File: config.mk
export PLATFORM = sky130hd
export DESIGN_NAME = flash_bus_operation_decode
export DESIGN_NICKNAME = d
export VERILOG_FILES = /design/src/flash_host_pkg.sv /design/src/pin_sync.sv /design/src/cycle_timer.sv /design/src/flash_bus_operation_decode.sv
export SDC_FILE = /design/constraint.sdc
export NUM_CORES = 1
export LEC_CHECK = 0
export ABC_AREA = 1
export ABC_CLOCK_PERIOD_IN_PS = 2800
export BUFFER_PORTS_ARGS = -buffer_cell sky130_fd_sc_hd__clkbuf_2
export CAP_MARGIN = 20
export CORE_ASPECT_RATIO = 0.9
export CORE_UTILIZATION = 40
export CTS_CLUSTER_SIZE = 10
export DETAILED_ROUTE_END_ITERATION = 10
export GPL_TIMING_DRIVEN = 0
export PLACE_DENSITY_LB_ADDON = 0.25
export SLEW_MARGIN = 10
export SYNTH_ARGS = -nofsm -noshare
export SYNTH_HDL_FRONTEND = slang
export SYNTH_SLANG_ARGS = --single-unit
File: constraint.sdc
create_clock -name clk -period 2.8 [get_ports clk]
set_clock_uncertainty 0.2 [all_clocks]
set_input_delay 0.14 -clock clk [delete_from_list [all_inputs] [get_ports clk]]
set_output_delay 0.14 -clock clk [all_outputs]
set_load 0.02 [all_outputs]
File: src/flash_host_pkg.sv
package flash_host_pkg;

    // ----------------------------------------
    // Clock and timing
    // ----------------------------------------
    localparam int CLK_PERIOD_NS = 5;
    localparam int T_ACC_NS      = 70;   // Read access, least
    localparam int T_WP_NS       = 35;   // Write pulse low, least
    localparam int T_WPH_NS      = 20;   // Write pulse high, least
    localparam int T_RP_NS       = 500;  // Reset pulse low, least
    localparam int T_RH_NS       = 50;   // Reset recovery, least
    localparam int SYNC_CYC      = 3;    // Input synchroniser depth

    // Least times round up to whole cycles
    localparam int ACC_CYC = (T_ACC_NS + CLK_PERIOD_NS - 1) / CLK_PERIOD_NS;
    localparam int WP_CYC  = (T_WP_NS + CLK_PERIOD_NS - 1) / CLK_PERIOD_NS;
    localparam int WPH_CYC = (T_WPH_NS + CLK_PERIOD_NS - 1) / CLK_PERIOD_NS;
    localparam int RP_CYC  = (T_RP_NS + CLK_PERIOD_NS - 1) / CLK_PERIOD_NS;
    localparam int RH_CYC  = (T_RH_NS + CLK_PERIOD_NS - 1) / CLK_PERIOD_NS;
    localparam int RD_CYC  = ACC_CYC + SYNC_CYC;

    // ----------------------------------------
    // Register map
    // ----------------------------------------
    localparam logic [7:0] REG_CTRL   = 8'h00;
    localparam logic [7:0] REG_ADDR   = 8'h04;
    localparam logic [7:0] REG_WDATA  = 8'h08;
    localparam logic [7:0] REG_CMD    = 8'h0C;
    localparam logic [7:0] REG_RDATA  = 8'h10;
    localparam logic [7:0] REG_STATUS = 8'h14;

    localparam int CTRL_WORD_POS   = 0;
    localparam int CTRL_PROT_POS   = 1;
    localparam int CTRL_ACCEL_POS  = 2;
    localparam int CTRL_BYPASS_POS = 3;
    localparam logic [3:0] CTRL_RESET = 4'h1;

    localparam int STAT_BUSY_POS    = 0;
    localparam int STAT_REFUSED_POS = 1;

    // ----------------------------------------
    // Commands and program sequence
    // ----------------------------------------
    localparam logic [2:0] CMD_READ    = 3'h1;
    localparam logic [2:0] CMD_WRITE   = 3'h2;
    localparam logic [2:0] CMD_PROGRAM = 3'h3;
    localparam logic [2:0] CMD_RESET   = 3'h4;

    localparam logic [1:0]  STEP_FIRST  = 2'h0;
    localparam logic [1:0]  STEP_BYPASS = 2'h2;
    localparam logic [1:0]  STEP_LAST   = 2'h3;
    localparam logic [21:0] UNLOCK_A1   = 22'h000555;
    localparam logic [21:0] UNLOCK_A2   = 22'h0002AA;
    localparam logic [15:0] UNLOCK_D1   = 16'h00AA;
    localparam logic [15:0] UNLOCK_D2   = 16'h0055;
    localparam logic [15:0] PROGRAM_D   = 16'h00A0;

    // ----------------------------------------
    // Controller states
    // ----------------------------------------
    typedef enum logic [6:0] {
        ST_IDLE    = 7'h01,
        ST_READ    = 7'h02,
        ST_WR_SET  = 7'h04,
        ST_WR_LOW  = 7'h08,
        ST_WR_HIGH = 7'h10,
        ST_RST_LOW = 7'h20,
        ST_RST_REC = 7'h40
    } ctl_state_e;

endpackage

File: src/pin_sync.sv
// Three-stage synchroniser; output follows once stages two and three agree
module pin_sync #(
    parameter int WIDTH = 16
) (
    input  wire logic             clk,
    input  wire logic             reset,
    input  wire logic [WIDTH-1:0] pin,
    output logic      [WIDTH-1:0] value
);
    logic [WIDTH-1:0] stage1;
    logic [WIDTH-1:0] stage2;
    logic [WIDTH-1:0] stage3;
    wire              agree = (stage2 == stage3);

    // Stage one feeds stage two only, so no logic sees a metastable level
    always_ff @(posedge clk)
    begin
        if (reset)
        begin
            stage1 <= '0;
            stage2 <= '0;
            stage3 <= '0;
            value  <= '0;
        end
        else
        begin
            stage1 <= pin;
            stage2 <= stage1;
            stage3 <= stage2;
            if (agree)
                value <= stage3;
        end
    end
endmodule

File: src/cycle_timer.sv
// Down counter; done while the count stands at zero
module cycle_timer #(
    parameter int WIDTH = 16
) (
    input  wire logic             clk,
    input  wire logic             reset,
    input  wire logic             load,
    input  wire logic [WIDTH-1:0] load_value,
    output logic                  done
);
    logic [WIDTH-1:0] count;

    assign done = (count == '0);

    // Load wins over counting so a state can restart its own wait
    always_ff @(posedge clk)
    begin
        if (reset)
            count <= '0;
        else if (load)
            count <= load_value;
        else if (!done)
            count <= count - 1'b1;
    end
endmodule

File: src/flash_bus_operation_decode.sv
// The placing of the registers and the strobed register port are this design's own decisions.
module flash_bus_operation_decode (
    input  wire logic        clk,
    input  wire logic        reset,
    input  wire logic [7:0]  reg_addr,
    input  wire logic [31:0] reg_wdata,
    input  wire logic        reg_wr,
    input  wire logic        reg_rd,
    output logic      [31:0] reg_rdata,
    output logic             flash_chip_select_n,
    output logic             sram_chip_select_one_n,
    output logic             sram_chip_select_two,
    output logic             sram_low_lane_n,
    output logic             sram_high_lane_n,
    output logic             output_enable_n,
    output logic             write_enable_n,
    output logic             hw_reset_n,
    output logic      [21:0] flash_addr,
    output logic             flash_width_select,
    output logic             protect_pin_high,
    output logic             accel_hv_enable,
    input  wire logic [15:0] dq_in,
    output logic      [15:0] dq_out,
    output logic      [15:0] dq_oe
);
    localparam int RD_END  = flash_host_pkg::RD_CYC;
    localparam int WP_END  = flash_host_pkg::WP_CYC;
    localparam int RP_END  = flash_host_pkg::RP_CYC;

    // ----------------------------------------
    // Registers and state
    // ----------------------------------------
    flash_host_pkg::ctl_state_e state;
    flash_host_pkg::ctl_state_e next_state;
    logic [3:0]  ctrl;
    logic [22:0] addr_reg;
    logic [15:0] wdata_reg;
    logic [15:0] rdata_reg;
    logic        refused;
    logic [1:0]  step;
    logic [1:0]  next_step;
    logic [15:0] dq_sync;
    logic        timer_done;
    logic        timer_load;
    logic [15:0] timer_value;

    // Selects which bus word a sequence step places on the pins
    function automatic logic [21:0] step_addr(input logic [1:0]  s,
                                              input logic [22:0] a);
        unique case (s)
            2'h0:    step_addr = flash_host_pkg::UNLOCK_A1;
            2'h1:    step_addr = flash_host_pkg::UNLOCK_A2;
            2'h2:    step_addr = flash_host_pkg::UNLOCK_A1;
            default: step_addr = a[22:1];
        endcase
    endfunction

    function automatic logic [15:0] step_data(input logic [1:0]  s,
                                              input logic [15:0] d);
        unique case (s)
            2'h0:    step_data = flash_host_pkg::UNLOCK_D1;
            2'h1:    step_data = flash_host_pkg::UNLOCK_D2;
            2'h2:    step_data = flash_host_pkg::PROGRAM_D;
            default: step_data = d;
        endcase
    endfunction

    // ----------------------------------------
    // Register decode
    // ----------------------------------------
    wire       word_mode  = ctrl[flash_host_pkg::CTRL_WORD_POS];
    wire       accel_on   = ctrl[flash_host_pkg::CTRL_ACCEL_POS];
    wire       fast_mode  = ctrl[flash_host_pkg::CTRL_BYPASS_POS] | accel_on;
    wire       busy       = (state != flash_host_pkg::ST_IDLE);
    wire       cmd_wr     = reg_wr && (reg_addr == flash_host_pkg::REG_CMD);
    wire [2:0] cmd_code   = reg_wdata[2:0];
    wire       cmd_take   = cmd_wr && !busy;
    wire       cmd_refuse = cmd_wr && busy;
    wire       stat_clear = reg_wr && (reg_addr == flash_host_pkg::REG_STATUS)
                            && reg_wdata[flash_host_pkg::STAT_REFUSED_POS];
    // Fast mode skips the unlock cycles
    wire [1:0] start_step = (cmd_code == flash_host_pkg::CMD_WRITE)
                            ? flash_host_pkg::STEP_LAST
                            : (fast_mode ? flash_host_pkg::STEP_BYPASS
                                         : flash_host_pkg::STEP_FIRST);
    wire       is_wr_cmd  = (cmd_code == flash_host_pkg::CMD_WRITE)
                            || (cmd_code == flash_host_pkg::CMD_PROGRAM);

    // Control, address and data registers
    always_ff @(posedge clk)
    begin
        if (reset)
        begin
            ctrl      <= flash_host_pkg::CTRL_RESET;
            addr_reg  <= '0;
            wdata_reg <= '0;
        end
        else if (reg_wr)
        begin
            if (reg_addr == flash_host_pkg::REG_CTRL)
                ctrl <= reg_wdata[3:0];
            if (reg_addr == flash_host_pkg::REG_ADDR)
                addr_reg <= reg_wdata[22:0];
            if (reg_addr == flash_host_pkg::REG_WDATA)
                wdata_reg <= reg_wdata[15:0];
        end
    end

    // Refused flag; a new refusal wins over a clear in the same cycle
    always_ff @(posedge clk)
    begin
        if (reset)
            refused <= 1'b0;
        else if (cmd_refuse)
            refused <= 1'b1;
        else if (stat_clear)
            refused <= 1'b0;
    end

    // Read data stand in the cycle after the strobe only
    wire [31:0] read_mux =
        (reg_addr == flash_host_pkg::REG_CTRL)   ? {28'h0000000, ctrl} :
        (reg_addr == flash_host_pkg::REG_ADDR)   ? {9'h000, addr_reg} :
        (reg_addr == flash_host_pkg::REG_WDATA)  ? {16'h0000, wdata_reg} :
        (reg_addr == flash_host_pkg::REG_RDATA)  ? {16'h0000, rdata_reg} :
        (reg_addr == flash_host_pkg::REG_STATUS) ? {30'h00000000, refused, busy}
                                                 : 32'h00000000;

    always_ff @(posedge clk)
    begin
        if (reset)
            reg_rdata <= '0;
        else
            reg_rdata <= reg_rd ? read_mux : 32'h00000000;
    end

    // ----------------------------------------
    // Bus sequencer
    // ----------------------------------------
    pin_sync #(.WIDTH(16)) u_sync (
        .clk   (clk),
        .reset (reset),
        .pin   (dq_in),
        .value (dq_sync)
    );

    cycle_timer #(.WIDTH(16)) u_timer (
        .clk        (clk),
        .reset      (reset),
        .load       (timer_load),
        .load_value (timer_value),
        .done       (timer_done)
    );

    // Next state and wait length; every wait loads count minus one
    always_comb
    begin
        next_state  = state;
        next_step   = step;
        timer_load  = 1'b0;
        timer_value = 16'h0000;
        unique case (state)
            flash_host_pkg::ST_IDLE:
                if (cmd_take && cmd_code == flash_host_pkg::CMD_READ)
                begin
                    next_state  = flash_host_pkg::ST_READ;
                    timer_load  = 1'b1;
                    timer_value = 16'(flash_host_pkg::RD_CYC - 1);
                end
                else if (cmd_take && is_wr_cmd)
                begin
                    next_state = flash_host_pkg::ST_WR_SET;
                    next_step  = start_step;
                end
                else if (cmd_take && cmd_code == flash_host_pkg::CMD_RESET)
                begin
                    next_state  = flash_host_pkg::ST_RST_LOW;
                    timer_load  = 1'b1;
                    timer_value = 16'(flash_host_pkg::RP_CYC - 1);
                end
            flash_host_pkg::ST_READ:
                if (timer_done)
                    next_state = flash_host_pkg::ST_IDLE;
            flash_host_pkg::ST_WR_SET:
            begin
                next_state  = flash_host_pkg::ST_WR_LOW;
                timer_load  = 1'b1;
                timer_value = 16'(flash_host_pkg::WP_CYC - 1);
            end
            flash_host_pkg::ST_WR_LOW:
                if (timer_done)
                begin
                    next_state  = flash_host_pkg::ST_WR_HIGH;
                    timer_load  = 1'b1;
                    timer_value = 16'(flash_host_pkg::WPH_CYC - 1);
                end
            flash_host_pkg::ST_WR_HIGH:
                if (timer_done && step == flash_host_pkg::STEP_LAST)
                    next_state = flash_host_pkg::ST_IDLE;
                else if (timer_done)
                begin
                    next_state = flash_host_pkg::ST_WR_SET;
                    next_step  = step + 2'h1;
                end
            flash_host_pkg::ST_RST_LOW:
                if (timer_done)
                begin
                    next_state  = flash_host_pkg::ST_RST_REC;
                    timer_load  = 1'b1;
                    timer_value = 16'(flash_host_pkg::RH_CYC - 1);
                end
            flash_host_pkg::ST_RST_REC:
                if (timer_done)
                    next_state = flash_host_pkg::ST_IDLE;
            default:
                next_state = flash_host_pkg::ST_IDLE;
        endcase
    end

    // Pin levels decoded from the next state so they align with it
    wire in_read = (next_state == flash_host_pkg::ST_READ);
    wire in_wr   = (next_state == flash_host_pkg::ST_WR_SET)
                   || (next_state == flash_host_pkg::ST_WR_LOW)
                   || (next_state == flash_host_pkg::ST_WR_HIGH);
    wire in_rst  = (next_state == flash_host_pkg::ST_RST_LOW);
    wire we_low  = (next_state == flash_host_pkg::ST_WR_LOW);
    wire [21:0] next_addr = in_wr ? step_addr(next_step, addr_reg)
                                  : addr_reg[22:1];
    wire [15:0] wr_word   = step_data(next_step, wdata_reg);
    // Byte width: pin 15 carries the lowest address bit, 14..8 float
    wire        low_bit   = in_wr && next_step != flash_host_pkg::STEP_LAST
                            ? 1'b0 : addr_reg[0];
    wire [15:0] next_dq   = word_mode ? wr_word
                                      : {low_bit, 7'h00, wr_word[7:0]};
    wire [15:0] next_oe   = word_mode ? {16{in_wr}}
                                      : {in_read | in_wr, 7'h00,
                                         {8{in_wr}}};

    // State and registered pins
    always_ff @(posedge clk)
    begin
        if (reset)
        begin
            state               <= flash_host_pkg::ST_IDLE;
            step                <= flash_host_pkg::STEP_FIRST;
            flash_chip_select_n <= 1'b1;
            output_enable_n     <= 1'b1;
            write_enable_n      <= 1'b1;
            hw_reset_n          <= 1'b0;
            flash_addr          <= '0;
            dq_out              <= '0;
            dq_oe               <= '0;
        end
        else
        begin
            state               <= next_state;
            step                <= next_step;
            flash_chip_select_n <= !(in_read || in_wr);
            output_enable_n     <= !in_read;
            write_enable_n      <= !we_low;
            hw_reset_n          <= !in_rst;
            flash_addr          <= next_addr;
            dq_out              <= next_dq;
            dq_oe               <= next_oe;
        end
    end

    // Capture read data once access time and synchroniser have passed
    always_ff @(posedge clk)
    begin
        if (reset)
            rdata_reg <= '0;
        else if (state == flash_host_pkg::ST_READ && timer_done)
            rdata_reg <= word_mode ? dq_sync : {8'h00, dq_sync[7:0]};
    end

    // ----------------------------------------
    // Static pins and high voltage enable
    // ----------------------------------------
    // RAM stays deselected; lanes held high rather than left open
    assign sram_chip_select_one_n = 1'b1;
    assign sram_chip_select_two   = 1'b0;
    assign sram_low_lane_n        = 1'b1;
    assign sram_high_lane_n       = 1'b1;
    assign flash_width_select     = word_mode;
    assign protect_pin_high       = ctrl[flash_host_pkg::CTRL_PROT_POS];
    // High voltage only while accel is set and a program or write command is running
    assign accel_hv_enable = accel_on && in_wr == 1'b0 ? 1'b0
                             : accel_on && step >= flash_host_pkg::STEP_BYPASS
                               && state != flash_host_pkg::ST_IDLE
                               && state != flash_host_pkg::ST_READ
                               && state != flash_host_pkg::ST_RST_LOW
                               && state != flash_host_pkg::ST_RST_REC;
endmodule

==> impl_metrics.toml <==
[outcome]
status = "complete, no violations"

[timing]
worst_slew_pin_slew_ns = 0.917
rsz0062_at_grt = "no"
tns_ns = 0
setup_viol = 0
period_minus_slack_ns = 2.62
whs_ns = 0.0334
hold_violations = 0
achievable-frequency_mhz = 382
fin_crit_sh_pct = 93.6
slew_viol_final = 0
slew_headroom_pct = 38.9

[die]
die-area_um2 = 21600
coreArea_um2 = 20300
die_h_um = 139
initial_utilization_pct = 41.4
io_pins = 157
placementRows = 49
die_w_um = 155

[worst_hold_path]
hp-class = "in -> reg"

[yosys]
synthArstFlopShare_pct = 0
syn_avg_cell_area_um2 = 8.12
synth.distinct_cells = 42
syn_inst = 1034
postSynth.topFlopCell = "dfxtp_1"
synth.ff_latch_count = 217
yosys_warnings = 0
synth_edf_count = 0
ys_seq_area_share_pct = 51.8
synth_area_um2 = 8390

[setup_path]
cp-start-kind = "flop"
rr_worst_depth = 13
timing.rr.start = "u_timer.count[0]"
crit_fanout = 7
r2r_slack_ns = 0.36
arrival_ns = 2.28
crit_path_end_kind = "primary output"
r2r_end = "dq_out[15]"
critPathLaunch = "u_timer.count[0]"
crit_end = "accel_hv_enable"
critical_path_class = "reg -> out"
required_ns = 2.46

[cells_and_area]
layout_commonest_cell = "dfxtp_1"
ff_latch_area_um2 = 4340
fillers = 1945
area_growth_pct = 27.7
diodes = 0
finish.net_count = 1323
drive_above_1_share_pct = 20.9
mostFrequentLayoutCells = "217 x dfxtp_1, 154 x inv_1, 152 x nor2_1"
multi_input_area_um2 = 3160

[routing]
drtPass1Iterations = 5
drc = 0
drt.antenna.violating_nets = 0
vias = 7046
drtIter0Drc = 472
wl_mm = 20.7
via_per_inst = 4.55
wl_per_cell_um = 13.4

[cts]
numCtsBuffers = 26
cts-htree-levels = 1
root_buffer = "clkbuf_16"
path_clk_slew_ns = 0.05
clockBufferDepth = 3
cts_sinks = 217
clk_latency_ns = 0.53
cts_tree = "yes"

[power]
switching_share_pct = 27.5
cellInternalPower_mw = 5.48
clock_power_share_pct = 38.5
p_comb_share_pct = 17.1
switchingPower_mw = 2.08
seqPwrFrac_pct = 44.5
p_leak_nw = 4.72
max-vdd-ir-drop_mv = 0.445
power_density_nw_per_um2 = 706

[global_routing]
antenna_found_initial = 0
track_usage_pct = 19.2
grt_first_pass_wirelength_mm = 33.2
grt_pass1_vias = 6403
grt_max_degree = 14
overflow = 0

[job]
cap_viol_max_count = 0

[place]
gp_congestion = 0.856
hpwl_mm = 15.2
port_buffers = 134
## cell families after synthesis
kind of cell / synth area share, %
AOI/OAI and AO/OA: 13.1
xor gates and xnor gates: 2.19
adders and majority gates: 0.447
buffers and inverters: 11.2
DFF: 51.8
other: 0.0895
and+or+nand+nor: 21.2
## cells in the mapped netlist, types with 9 or more instances
library cell / number / area, um^2
xor2_1: 11 / 96.3
inv_1: 154 / 578
nand3_1: 29 / 145
clkbuf_1: 29 / 109
nand2_1: 94 / 353
o21ai_0: 91 / 455
dfxtp_1: 217 / 4340
nor2_1: 153 / 574
nor3_2: 10 / 100
a211oi_1: 12 / 90.1
buf_4: 26 / 195
xnor2_1: 10 / 87.6
nand4_1: 9 / 56.3
a21oi_1: 77 / 385
nor3_1: 21 / 105
## area by class of cell
class / count / share of cell area (%)
buffer: 60 / 3.13
clock buffer: 33 / 6.60
clock inverter: 2 / 0.198
inverter: 162 / 5.67
multi-input combinational: 606 / 29.5
sequential: 217 / 40.5
tap: 280 / 3.27
timing repair buffer: 187 / 11.2
## worst min-delay path by stage
stage	depth (start not counted)	to	slack [ns]	startpoint
final	6	refused	0.03	reg_addr[4]
after global routing	6	refused	0.09	reg_addr[4]
after CTS	6	refused	0.005	reg_addr[6]
after detailed placement	3	u_sync.stage1[0]	0.13	dq_in[0]
after global placement	3	u_sync.stage1[7]	0.13	dq_in[7]
after floorplan	2	u_sync.stage1[0]	0.05	dq_in[0]
## repair_timing
action | CTS | global route
hold endpoints to repair | 69 | 0
hold buffers | 51 | 0
setup endpoints to repair | 0 | 10
resized for setup | 0 | 2
buffers inserted | 0 | 2
## per-layer routing
metal | GRT usage (%) | wire (um) | vias to the layer above
met3 | 3.55 | 1400 | 43
li1 | - | - | 3710
met2 | 28.6 | 8640 | 239
met5 | 0 | 0 | -
met1 | 28.1 | 10200 | 3054
met4 | 5.78 | 515 | 0
## worst max-delay path: stages, from the launching register on
cell and delay (ns):
dfxtp_1 0.33, inv_1 0.06, ha_1 0.23, nand2_2 0.12, nor2_4 0.16, nand2_4 0.10
nand2_1 0.09, nand3_1 0.08, nand2_1 0.14, nor3_4 0.06, nor4_2 0.17, clkbuf_2 0.22
## metrics by stage
| stage | utilization [%] | instance area (um^2) | worst slack, ns | instances | power [mW] |
|---|---|---|---|---|---|
| global placement | 46.6 | 9460 | 0.344 | 1459 | 4.64 |
| global route | 52.8 | 10700 | 0.0266 | 1547 | 7.93 |
| finish | 52.8 | 10700 | 0.180 | 1547 | 7.56 |
| floorplan | - | 8440 | 0.641 | 1045 | 4.38 |
| CTS | 52.7 | 10700 | 0.0178 | 1545 | 7.62 |
| detailed placement | 46.6 | 9460 | 0.313 | 1459 | 4.65 |
## power groups by stage
stage	Sequential [mW]	Clock, mW	Combinational (mW)
after floorplan	3.41	0	0.969
after detailed placement	3.42	0	1.23
after CTS	3.36	2.98	1.28
after global placement	3.42	0	1.21
final	3.36	2.91	1.29
after global routing	3.38	3.10	1.45
Note: power is estimated with default switching activity, not from simulation.
